[src/adc_cfg_pkg.sv]
/*
 Constants shared by the converter configuration and serializer logic.
 Assumes a single 125 MHz sample-domain clock drives every user.
*/
package adc_cfg_pkg;

   // -----------------------------------------------------------------
   // Register map
   // -----------------------------------------------------------------
   localparam logic [7:0] ADDR_CORE_POWER_VCM = 8'h50;
   localparam logic [7:0] ADDR_OUT_BITS = 8'h53;
   localparam logic [7:0] ADDR_FULL_SCALE = 8'h55;
   localparam logic [7:0] ADDR_CLOCK_RANGE = 8'h56;

   localparam int PERF_LSB = 0;
   localparam int PERF_MSB = 2;
   localparam int VCM_LSB = 4;
   localparam int VCM_MSB = 5;
   localparam int NUM_BITS_POS = 1;
   localparam int TRIM_LSB = 0;
   localparam int TRIM_MSB = 5;
   localparam int RANGE_LSB = 0;
   localparam int RANGE_MSB = 1;

   localparam logic [2:0] PERF_RESET = 3'h0;
   localparam logic [1:0] VCM_RESET = 2'h1;
   localparam logic [5:0] TRIM_RESET = 6'h20;
   localparam logic [1:0] RANGE_RESET = 2'h0;

   localparam logic [1:0] VCM_OFF = 2'h0;

   // -----------------------------------------------------------------
   // Serial control frame: 8-bit address then 16-bit data, MSB first
   // -----------------------------------------------------------------
   localparam int CTRL_FRAME_BITS = 24;
   localparam logic [4:0] CTRL_FRAME_LEN = 5'd24;

   // -----------------------------------------------------------------
   // Start-up counts per clock range
   // -----------------------------------------------------------------
   localparam logic [9:0] STARTUP_R0 = 10'd992;
   localparam logic [9:0] STARTUP_R1 = 10'd640;
   localparam logic [9:0] STARTUP_R2 = 10'd420;
   localparam logic [9:0] STARTUP_R3 = 10'd260;

   // -----------------------------------------------------------------
   // Serializer
   // -----------------------------------------------------------------
   localparam int NUM_CH = 8;
   localparam int CODE_W = 13;
   localparam int WORD_W = 14;
   localparam logic [3:0] LEN_12 = 4'd12;
   localparam logic [3:0] LEN_14 = 4'd14;

endpackage

[src/adc_lane_serializer.sv]
/*
 One output lane: formats a 13-bit conversion code into a 12- or
 14-bit word and shifts it out LSB first.
 Assumes the bit index and load pulse come from the frame counter.
*/
`timescale 1ns/1ps

module adc_lane_serializer
   import adc_cfg_pkg::*;
(
   input wire logic i_ref_clk,
   input wire logic i_rst_n,
   input wire logic i_load,
   input wire logic i_width14,
   input wire logic [3:0] i_next_idx,
   input wire logic [CODE_W-1:0] i_code,
   output logic o_lane
);

   // -----------------------------------------------------------------
   // Word formatting
   // -----------------------------------------------------------------
   function automatic logic [WORD_W-1:0] fmt_word(
      input logic [CODE_W-1:0] code,
      input logic width14
   );
      if (width14)
         fmt_word = {code, 1'b0};
      else
         fmt_word = {2'b00, code[CODE_W-1:1]};
   endfunction

   logic [WORD_W-1:0] word_q;
   logic [WORD_W-1:0] src;
   logic lane_q;

   always_comb
   begin
      src = i_load ? fmt_word(i_code, i_width14) : word_q;
   end

   always_ff @(posedge i_ref_clk)
   begin
      if (!i_rst_n)
         word_q <= '0;
      else if (i_load)
         word_q <= fmt_word(i_code, i_width14);
   end

   // One bit per bit period, LSB first
   always_ff @(posedge i_ref_clk)
   begin
      if (!i_rst_n)
         lane_q <= 1'b0;
      else
         lane_q <= src[i_next_idx];
   end

   assign o_lane = lane_q;

endmodule

[src/adc_trim_and_startup_ctrl.sv]
/*
 Configuration registers, start-up counter and serial output framing
 of an eight-channel converter.
 Assumes serial control pins are asynchronous; conversion codes come
 from logic on the same sample clock.
*/
`timescale 1ns/1ps

module adc_trim_and_startup_ctrl
   import adc_cfg_pkg::*;
(
   input wire logic i_ref_clk,
   input wire logic i_rst_n,
   input wire logic i_ctrl_sclk,
   input wire logic i_ctrl_sdata,
   input wire logic i_ctrl_sen_n,
   input wire logic i_power_down,
   input wire logic i_deep_sleep,
   input wire logic [NUM_CH*CODE_W-1:0] i_conv_code,
   output logic [5:0] o_full_scale_trim,
   output logic [5:0] o_trim_steps,
   output logic [2:0] o_core_perf,
   output logic o_core_perf_reserved,
   output logic [1:0] o_common_mode_buffer_strength,
   output logic o_cm_buffer_enable,
   output logic [1:0] o_clock_range,
   output logic o_width14,
   output logic o_outputs_valid,
   output logic [NUM_CH-1:0] o_lane,
   output logic o_frame_clock,
   output logic o_bit_clock
);

   // -----------------------------------------------------------------
   // Pin synchronisers
   // -----------------------------------------------------------------
   logic [4:0] sync1_q;
   logic [4:0] sync2_q;
   logic sclk_prev_q;
   logic sen_prev_q;

   always_ff @(posedge i_ref_clk)
   begin
      if (!i_rst_n)
      begin
         sync1_q <= 5'h04;
         sync2_q <= 5'h04;
         sclk_prev_q <= 1'b0;
         sen_prev_q <= 1'b1;
      end
      else
      begin
         sync1_q <= {i_deep_sleep, i_power_down, i_ctrl_sen_n,
                     i_ctrl_sdata, i_ctrl_sclk};
         sync2_q <= sync1_q;
         sclk_prev_q <= sync2_q[0];
         sen_prev_q <= sync2_q[2];
      end
   end

   logic sclk_rise;
   logic sen_rise;
   logic sleep_req;
   assign sclk_rise = sync2_q[0] & ~sclk_prev_q;
   assign sen_rise = sync2_q[2] & ~sen_prev_q;
   assign sleep_req = sync2_q[3] | sync2_q[4];

   // -----------------------------------------------------------------
   // Serial control receiver
   // -----------------------------------------------------------------
   logic [CTRL_FRAME_BITS-1:0] shift_q;
   logic [4:0] bits_q;

   always_ff @(posedge i_ref_clk)
   begin
      if (!i_rst_n)
      begin
         shift_q <= '0;
         bits_q <= '0;
      end
      else if (sync2_q[2])
         bits_q <= '0;
      else if (sclk_rise)
      begin
         shift_q <= {shift_q[CTRL_FRAME_BITS-2:0], sync2_q[1]};
         if (bits_q != CTRL_FRAME_LEN)
            bits_q <= bits_q + 5'd1;
      end
   end

   logic wr_en;
   logic [7:0] wr_addr;
   logic [15:0] wr_data;
   assign wr_en = sen_rise & (bits_q == CTRL_FRAME_LEN);
   assign wr_addr = shift_q[23:16];
   assign wr_data = shift_q[15:0];

   // -----------------------------------------------------------------
   // Registers
   // -----------------------------------------------------------------
   logic [2:0] perf_q;
   logic [1:0] vcm_q;
   logic [5:0] trim_q;
   logic [1:0] range_q;
   logic width14_q;

   always_ff @(posedge i_ref_clk)
   begin
      if (!i_rst_n)
      begin
         perf_q <= PERF_RESET;
         vcm_q <= VCM_RESET;
      end
      else if (wr_en && wr_addr == ADDR_CORE_POWER_VCM)
      begin
         perf_q <= wr_data[PERF_MSB:PERF_LSB];
         vcm_q <= wr_data[VCM_MSB:VCM_LSB];
      end
   end

   always_ff @(posedge i_ref_clk)
   begin
      if (!i_rst_n)
         trim_q <= TRIM_RESET;
      else if (wr_en && wr_addr == ADDR_FULL_SCALE)
         trim_q <= wr_data[TRIM_MSB:TRIM_LSB];
   end

   always_ff @(posedge i_ref_clk)
   begin
      if (!i_rst_n)
         range_q <= RANGE_RESET;
      else if (wr_en && wr_addr == ADDR_CLOCK_RANGE)
         range_q <= wr_data[RANGE_MSB:RANGE_LSB];
   end

   always_ff @(posedge i_ref_clk)
   begin
      if (!i_rst_n)
         width14_q <= 1'b0;
      else if (wr_en && wr_addr == ADDR_OUT_BITS)
         width14_q <= wr_data[NUM_BITS_POS];
   end

   // -----------------------------------------------------------------
   // Decoded settings
   // -----------------------------------------------------------------
   logic [5:0] trim_out_q;
   logic [5:0] steps_q;
   logic [2:0] perf_out_q;
   logic perf_rsv_q;
   logic [1:0] vcm_out_q;
   logic vcm_en_q;
   logic [1:0] range_out_q;
   logic width_out_q;

   always_ff @(posedge i_ref_clk)
   begin
      if (!i_rst_n)
      begin
         trim_out_q <= TRIM_RESET;
         steps_q <= '0;
         perf_out_q <= PERF_RESET;
         perf_rsv_q <= 1'b0;
         vcm_out_q <= VCM_RESET;
         vcm_en_q <= 1'b1;
         range_out_q <= RANGE_RESET;
         width_out_q <= 1'b0;
      end
      else
      begin
         trim_out_q <= trim_q;
         // Signed step count, 0x20 maps to zero
         steps_q <= trim_q ^ TRIM_RESET;
         perf_out_q <= perf_q;
         // Codes 001..011 flagged
         perf_rsv_q <= ~perf_q[2] & (perf_q[1:0] != 2'b00);
         vcm_out_q <= vcm_q;
         vcm_en_q <= (vcm_q != VCM_OFF);
         range_out_q <= range_q;
         width_out_q <= width14_q;
      end
   end

   // -----------------------------------------------------------------
   // Start-up counter
   // -----------------------------------------------------------------
   function automatic logic [9:0] startup_count(input logic [1:0] rng);
      unique case (rng)
         2'b00: startup_count = STARTUP_R0;
         2'b01: startup_count = STARTUP_R1;
         2'b10: startup_count = STARTUP_R2;
         2'b11: startup_count = STARTUP_R3;
      endcase
   endfunction

   typedef enum logic [1:0] {ST_ASLEEP, ST_WAKING, ST_ACTIVE} wake_e;
   wake_e wake_q;
   logic [9:0] wake_cnt_q;
   logic valid_q;

   // Reset, power-down and deep-sleep exits all use the counter
   always_ff @(posedge i_ref_clk)
   begin
      if (!i_rst_n)
      begin
         wake_q <= ST_WAKING;
         wake_cnt_q <= '0;
         valid_q <= 1'b0;
      end
      else if (sleep_req)
      begin
         wake_q <= ST_ASLEEP;
         wake_cnt_q <= '0;
         valid_q <= 1'b0;
      end
      else
      begin
         unique case (wake_q)
            ST_ASLEEP:
            begin
               wake_q <= ST_WAKING;
               wake_cnt_q <= '0;
            end
            ST_WAKING:
            begin
               wake_cnt_q <= wake_cnt_q + 10'd1;
               if (wake_cnt_q + 10'd1 >= startup_count(range_q))
               begin
                  wake_q <= ST_ACTIVE;
                  valid_q <= 1'b1;
               end
            end
            ST_ACTIVE:
               valid_q <= 1'b1;
         endcase
      end
   end

   // -----------------------------------------------------------------
   // Frame counter and output clocks
   // -----------------------------------------------------------------
   logic [3:0] bit_idx_q;
   logic frame_width14_q;
   logic [3:0] frame_len;
   logic [3:0] next_idx;
   logic frame_load;
   logic next_width14;
   logic [3:0] next_len;
   logic frame_clk_q;
   logic bit_clk_q;

   assign frame_len = frame_width14_q ? LEN_14 : LEN_12;
   assign frame_load = (bit_idx_q == frame_len - 4'd1);
   assign next_idx = frame_load ? 4'd0 : bit_idx_q + 4'd1;
   // Width changes only at a frame boundary
   assign next_width14 = frame_load ? width14_q : frame_width14_q;
   assign next_len = next_width14 ? LEN_14 : LEN_12;

   always_ff @(posedge i_ref_clk)
   begin
      if (!i_rst_n)
      begin
         bit_idx_q <= LEN_12 - 4'd1;
         frame_width14_q <= 1'b0;
         frame_clk_q <= 1'b0;
         bit_clk_q <= 1'b0;
      end
      else
      begin
         bit_idx_q <= next_idx;
         frame_width14_q <= next_width14;
         // 1x frame clock high for first half of the word
         frame_clk_q <= (next_idx < {1'b0, next_len[3:1]});
         // Toggle per bit: 6x clock for a 12-bit word
         bit_clk_q <= ~bit_clk_q;
      end
   end

   // -----------------------------------------------------------------
   // Lanes, all loaded from the one clock
   // -----------------------------------------------------------------
   for (genvar ch = 0; ch < NUM_CH; ch++)
   begin : g_lane
      // Code 0 is most negative, 8191 most positive
      adc_lane_serializer u_lane (
         .i_ref_clk(i_ref_clk),
         .i_rst_n(i_rst_n),
         .i_load(frame_load),
         .i_width14(width14_q),
         .i_next_idx(next_idx),
         .i_code(i_conv_code[ch*CODE_W +: CODE_W]),
         .o_lane(o_lane[ch])
      );
   end

   assign o_full_scale_trim = trim_out_q;
   assign o_trim_steps = steps_q;
   assign o_core_perf = perf_out_q;
   assign o_core_perf_reserved = perf_rsv_q;
   assign o_common_mode_buffer_strength = vcm_out_q;
   assign o_cm_buffer_enable = vcm_en_q;
   assign o_clock_range = range_out_q;
   assign o_width14 = width_out_q;
   assign o_outputs_valid = valid_q;
   assign o_frame_clock = frame_clk_q;
   assign o_bit_clock = bit_clk_q;

endmodule

[config.mk]
export PLATFORM = sky130hd
export DESIGN_NAME = adc_trim_and_startup_ctrl
export DESIGN_NICKNAME = d
export VERILOG_FILES = /design/src/adc_cfg_pkg.sv /design/src/adc_lane_serializer.sv /design/src/adc_trim_and_startup_ctrl.sv
export SDC_FILE = /design/constraint.sdc
export NUM_CORES = 1
export LEC_CHECK = 0
export ABC_AREA = 1
export BUFFER_PORTS_ARGS = -buffer_cell sky130_fd_sc_hd__buf_2
export CAP_MARGIN = 5
export CORE_MARGIN = 5
export CORE_UTILIZATION = 54
export CTS_BUF_LIST = sky130_fd_sc_hd__clkbuf_4 sky130_fd_sc_hd__clkbuf_8
export CTS_CLUSTER_DIAMETER = 120
export DETAILED_ROUTE_END_ITERATION = 10
export PLACE_DENSITY_LB_ADDON = 0.1
export SETUP_SLACK_MARGIN = 0.1
export SLEW_MARGIN = 20
export SYNTH_ARGS = -nofsm -noshare
export SYNTH_HDL_FRONTEND = slang
export SYNTH_SLANG_ARGS = --single-unit
[constraint.sdc]
create_clock -name i_ref_clk -period 2.06 [get_ports i_ref_clk]
set_input_delay 0.206 -clock i_ref_clk [delete_from_list [all_inputs] [get_ports i_ref_clk]]
set_output_delay 0.206 -clock i_ref_clk [all_outputs]
set_load 0.1 [all_outputs]
==> results of run 1 <==
[state kept, by name, summed over array words and instances, names as in the netlist, 2 cells and up]
register                       cells
bit_idx_q                          4
g_lane.u_lane.o_lane               8
perf_q                             3
sync2_q                            5
wake_q                             2
o_clock_range                      2
trim_q                             6
o_full_scale_trim                  6
o_core_perf                        3
wake_cnt_q                        10
range_q                            2
g_lane.u_lane.word_q             112
bits_q                             5
o_common_mode_buffer_strength      2
shift_q                           24
vcm_q                              2
sync1_q                            5
[per-layer routing]
layer / wire length, µm / part of all wire
met5: 0 / 0
met1: 14100 / 0.49
met3: 2360 / 0.082
met4: 445 / 0.016
met2: 11800 / 0.41
[per-stage QoR]
stage / worst slack, ps / hold WS [ps] / area [µm²] / TNS (ps) / instances
floorplan: 5.97 / 304 / 10200 / 0 / 1570
global placement: -142 / 387 / 11100 / -374 / 1879
detailed placement: -222 / 390 / 11100 / -597 / 1879
CTS: -22.5 / 6.73 / 12100 / -52.9 / 1965
global route: -259 / 43.0 / 12200 / -772 / 1966
finish: -84.0 / 38.3 / 12200 / -222 / 1966
[path summary, 6_finish.rpt]
kind | end | slack (ps) | cells past startpoint
min reg2reg | sync2_q[0] | 410 | 2
max reg2reg | wake_q[0] | -80 | 16
max | wake_q[0] | -80 | 16
min | g_lane[1].u_lane.word_q[13] | 40 | 5
[where the power goes]
| group | internal (mW) | switching [mW] |
|---|---|---|
| clock network | 2.23 | 1.65 |
| registers | 4.39 | 0.161 |
| logic | 0.763 | 1.84 |
[what timing repair did]
action                                  4_1_cts  5_1_grt
resized for setup                             9       14
gates cloned                                  0        1
endpoints found under the hold margin        18        0
endpoints found under the setup margin        3       10
setup buffers                                 9        0
hold buffers                                 15        0
pin swaps                                    11        8
[worst register-to-register path, stage by stage (launching register included)]
cell	delay, ps
dfxtp_2	350
nand4_1	150
nor2_2	200
nand4_1	160
buf_4	170
nand2_1	70
inv_2	50
ha_4	270
nand2_2	60
inv_2	50
nand3_2	70
nor2_2	130
nand2_2	60
nand3_2	70
nand2_2	70
nand2_1	80
nand2_1	40
[final cells by class]
type                    count  area (µm²)
repair buffers            212        1330
multi-input cells        1142        5140
clock buffers              56         683
clock inverters             6        60.1
fillers                  1774        6480
well taps                 234         293
inverters                 104         393
flip-flops and latches    212        4260
[cell families after synthesis]
family,Yosys count
compound gates,245
simple gates,880
fa+ha+maj,11
buf+inv,217
flops,212
xor+xnor,5
[cell usage in the layout (no fill, tap or decap), drive strengths merged]
cell         Yosys  layout
nor3             3       3
o21bai           1       1
nand3          114     114
dlygate4sd3      0      15
clkinv           2       4
clkbuf          57      56
o21a             2       2
nand2          580     580
and2             1       1
buf             56     197
bufinv           0       1
xor2             3       3
nor3b            1       1
ha              11      11
o21ai           65      65
nor4             2       2
a211oi           4       4
a21oi          172     172
or2              6       6
clkinvlp         0       2
xnor2            2       2
nor2           143     144
nand4           30      30
dfxtp          212     212
o211ai           1       1
inv            102     103
==> flow_metrics.env, run 1 <==
export IMPL_status="finished, violations left"
export IMPL_violations="negative setup slack"
export IMPL_p_leak_nw=5.77
export IMPL_synth_fa_ha_area_frac=0.0135
export IMPL_tightest_slew_ps=525
export IMPL_htreeDepth=2
export IMPL_diodes=0
export IMPL_synthSimpleGateAreaFrac=0.353
export IMPL_synth_top_cell_by_area="dfxtp_1"
export IMPL_die_x_um=147
export IMPL_seq_area_frac_synth=0.416
export IMPL_antenna_found_initial=0
export IMPL_powerDensity_nw_per_um2=908
export IMPL_dp_hpwl_um=20000
export IMPL_globalRouteMet2Util=0.375
export IMPL_synth_top_area_frac=0.416
export IMPL_synthArstFlopShare=0
export IMPL_dieArea_um2=21700
export IMPL_first_global_vias=9515
export IMPL_drc=0
export IMPL_critPathTopFamily="simple AND/OR/NAND/NOR gates"
export IMPL_grt_overflow=0
export IMPL_final_util=0.652
export IMPL_wl_um=28700
export IMPL_fin_crit_sh=1.04
export IMPL_grt_usage=0.259
export IMPL_path_max_fanout=3
export IMPL_num_rows=50
export IMPL_hold_viol_final=0
export IMPL_synth_top_family_by_area="simple AND/OR/NAND/NOR gates"
export IMPL_slowest_delay_ps=350
export IMPL_worst_ep_required_time_ps=2470
export IMPL_syn_nets=1692
export IMPL_layout_drive_gt1_share=0.177
export IMPL_grt_use_met1=0.399
export IMPL_hp_class="primary input to flip-flop"
export IMPL_crit_start="wake_cnt_q[0]"
export IMPL_synth_cell_types=36
export IMPL_finalPower_mw=11.0
export IMPL_synthMuxAreaShare=0
export IMPL_slew_viol_final=0
export IMPL_clock_root_buffer="clkbuf_8"
export IMPL_path_buf_inv=3
export IMPL_netlist_area_um2=10200
export IMPL_routed_via_density=5.21
export IMPL_insertion_delay_ps=520
export IMPL_worst_ep_arrival_time_ps=2550
export IMPL_setup_slack_ps=-84.0
export IMPL_die_h_um=147
export IMPL_cap_violations=0
export IMPL_fin_crit_ps=2140
export IMPL_port_buffer_count=143
export IMPL_dr_pass1_iters=5
export IMPL_startpoint_type="flip-flop"
export IMPL_cts_buffer_depth=3
export IMPL_synth_seq_cells=212
export IMPL_synth_cells=1570
export IMPL_cts_sinks=212
export IMPL_ant_nets=0
export IMPL_drtIter0Drc=902
export IMPL_finalNetCount=1830
export IMPL_synth_compound_area_share=0.123
export IMPL_synth_edff_count=0
export IMPL_r2r_start="wake_cnt_q[0]"
export IMPL_vdd_drop_max_mv=0.510
export IMPL_cp_slowest_cell="dfxtp_2"
export IMPL_grt_busiest_layer="met1"
export IMPL_initial_utilization=0.547
export IMPL_cts_buffers_inserted=36
export IMPL_setup_viol=3
export IMPL_syn_to_final_growth_pct=19.2
export IMPL_synth_most_common_cell="nand2_1"
export IMPL_synth_flop_cell="dfxtp_1"
export IMPL_synth_area_per_cell_um2=6.50
export IMPL_synth_commonest_cells="nand2_1, dfxtp_1, a21oi_1"
export IMPL_io_pins=144
export IMPL_path_clk_slew_ps=60
export IMPL_finalClockSkew_ps=17.5
export IMPL_crit_type="flip-flop to flip-flop"
export IMPL_coreArea_um2=18600
export IMPL_relSlewSlack=0.650
export IMPL_routabilityCongestion=0.895
export IMPL_end_kind="flip-flop"
export IMPL_hold_start="i_conv_code[25]"
export IMPL_rsz0062_at_grt="true"
export IMPL_tritoncts="done"
export IMPL_path_cells="nand4_1 > nor2_2 > nand4_1 > buf_4 > nand2_1 > inv_2 > ha_4 > nand2_2 > inv_2 > nand3_2 > nor2_2 > nand2_2 > nand3_2 > nand2_2 > nand2_1 > nand2_1"
export IMPL_grtUsageMet3=0.0490
export IMPL_synth_xor_area_frac=0.00429
export IMPL_vias=10240
export IMPL_max_clock_freq_mhz=466
export IMPL_routedWlPerCell_um=14.6
export IMPL_synth_warnings=0
export IMPL_netlist_top_cells_area="dfxtp_1, nand2_1, a21oi_1"
export IMPL_grt_max_degree=74
export IMPL_grt_pass1_wl_um=47100
Note: power is estimated with default switching activity, not from simulation.
==> run 2, diff against run 1 <==
- REMOVE_ABC_BUFFERS: default -> 1
- SLEW_MARGIN: 20 -> default
==> flow_metrics.env, run 2 (same netlist as run 1, synthesis figures left out) <==
export IMPL_status="finished, violations left"
export IMPL_violations="negative setup slack"
export IMPL_layout_commonest_cell="nand2_1"
export IMPL_n_fill_cell=1760
export IMPL_crit_type="flip-flop to flip-flop"
export IMPL_dieArea_um2=21700
export IMPL_finalNetCount=1824
export IMPL_p_leak_nw=5.73
export IMPL_insertion_delay_ps=520
export IMPL_max_clock_freq_mhz=478
export IMPL_fin_crit_ps=2090
export IMPL_htreeDepth=2
export IMPL_drtIter0Drc=730
export IMPL_io_pins=144
export IMPL_rsz0062_at_grt="true"
export IMPL_dp_hpwl_um=17300
export IMPL_initial_utilization=0.547
export IMPL_reg2reg_to="o_outputs_valid"
export IMPL_worstHoldPathCells=2
export IMPL_r2r_cells=15
export IMPL_r2r_start="wake_cnt_q[2]"
export IMPL_reg_top3="g_lane.u_lane.word_q x112, shift_q x24, wake_cnt_q x10"
export IMPL_diodes=0
export IMPL_grt_overflow=0
export IMPL_die_x_um=147
export IMPL_hold_start="i_rst_n"
export IMPL_grt_pass1_wl_um=44400
export IMPL_routabilityCongestion=0.855
export IMPL_cap_violations=0
export IMPL_layout_drive_gt1_share=0.170
export IMPL_regArea_um2=4260
export IMPL_hold_viol_final=0
export IMPL_hold_end="bit_idx_q[0]"
export IMPL_max_flop_register="g_lane.u_lane.word_q"
export IMPL_port_buffer_count=143
export IMPL_die_h_um=147
export IMPL_hp_class="primary input to flip-flop"
export IMPL_multiInputGateArea_um2=5130
export IMPL_cts_sinks=212
export IMPL_swShare=0.328
export IMPL_syn_to_final_growth_pct=18.7
export IMPL_tightest_slew_ps=602
export IMPL_drc=0
export IMPL_wl_um=27100
export IMPL_rrSetupSlack_ps=-30
export IMPL_fin_crit_sh=1.02
export IMPL_powerDensity_nw_per_um2=900
export IMPL_seqPwrFrac=0.415
export IMPL_layout_common_cells="nand2_1, dfxtp_1, a21oi_1, buf_2, nor2_1"
export IMPL_place_area_um2=11100
export IMPL_setup_slack_ps=-31.0
export IMPL_grt_usage=0.243
export IMPL_p_comb_frac=0.239
export IMPL_antenna_found_initial=0
export IMPL_setup_viol=3
export IMPL_vdd_drop_max_mv=0.455
export IMPL_vias=10129
export IMPL_coreArea_um2=18600
export IMPL_cts_buffers_inserted=37
export IMPL_path_clk_slew_ps=60
export IMPL_clock_power_share=0.345
export IMPL_largest_register_ffs=112
export IMPL_num_rows=50
export IMPL_first_global_vias=9239
export IMPL_p_sw_mw=3.58
export IMPL_routedWlPerCell_um=13.8
export IMPL_clock_root_buffer="clkbuf_8"
export IMPL_dr_pass1_iters=5
export IMPL_cts_buffer_depth=3
export IMPL_tritoncts="done"
export IMPL_relSlewSlack=0.599
export IMPL_end_kind="flip-flop"
export IMPL_worst_ep_required_time_ps=2430
export IMPL_path_max_fanout=6
export IMPL_worst_ep_arrival_time_ps=2460
export IMPL_stdcell_area_um2=12100
export IMPL_startpoint_type="flip-flop"
export IMPL_grt_max_degree=73
export IMPL_ant_nets=0
export IMPL_routed_via_density=5.18
export IMPL_pre_cts_slack_ps=-268
export IMPL_intPower_mw=7.31
export IMPL_finalClockSkew_ps=23.7
export IMPL_slew_viol_final=0
-- run 2: what timing repair did --
item                                   4_1_cts  5_1_grt
gates cloned                                 0        0
endpoints found under the hold margin       13        0
pin swaps                                    9       15
hold buffers                                13        0
gates resized for setup                     10       18
buffers inserted                             9        2
setup endpoints to repair                    3       11
-- run 2: power by group through the flow --
stage	Combinational, mW	Sequential [mW]	Clock, mW
after floorplan	1.29	5.03	0
after global placement	2.52	4.60	0
after detailed placement	2.56	4.60	0
after CTS	2.59	4.52	3.82
after global routing	2.87	4.55	4.03
final	2.61	4.52	3.76
-- run 2: critical path, cell delays in order, from the launching register on --
cell,delay [ps]
dfxtp_1,340
buf_4,140
nand4_1,170
inv_1,100
a21oi_1,60
or2_2,270
inv_1,80
ha_1,240
nand2_1,110
inv_1,50
nand3_1,80
nor2_1,40
nand2_1,50
nand3_1,70
nand2_2,90
a21oi_1,60
-- run 2: metal layers --
metal,share of wire,GRT usage,vias to the layer above
met1,0.47,0.343,4561
met5,0,0,-
met3,0.064,0.0448,30
li1,-,-,5243
met2,0.45,0.390,295
met4,0.012,0.0536,0
-- run 2: final cells by class --
class                      count  share of cell area
multi-input combinational   1141               0.424
sequential                   212               0.352
timing repair buffer         206               0.108
clock buffer                  57              0.0581
inverter                     104              0.0328
tap                          234              0.0242
clock inverter                 2             0.00124
-- run 2: worst max path at each step --
stage,from,to,cells after the start
finish,wake_cnt_q[2],o_outputs_valid,15
global route,wake_cnt_q[1],o_outputs_valid,14
CTS,wake_cnt_q[1],wake_q[1],12
detailed placement,wake_cnt_q[1],wake_q[1],13
global placement,wake_cnt_q[1],wake_q[1],13
floorplan,bit_idx_q[0],o_frame_clock,9
-- run 2: metrics by stage --
| step | setup TNS, ps | cells | utilization | total power, mW | hold WS, ps |
|---|---|---|---|---|---|
| final | -72.5 | 1956 | 0.649 | 10.9 | 29.0 |
| after global placement | -552 | 1874 | 0.595 | 7.12 | 387 |
| after floorplan | -350180 | 1457 | - | 6.32 | 275 |
| after global routing | -452 | 1956 | 0.649 | 11.4 | 19.0 |
| after detailed placement | -772 | 1874 | 0.595 | 7.16 | 391 |
| after CTS | -249 | 1955 | 0.645 | 10.9 | 18.5 |
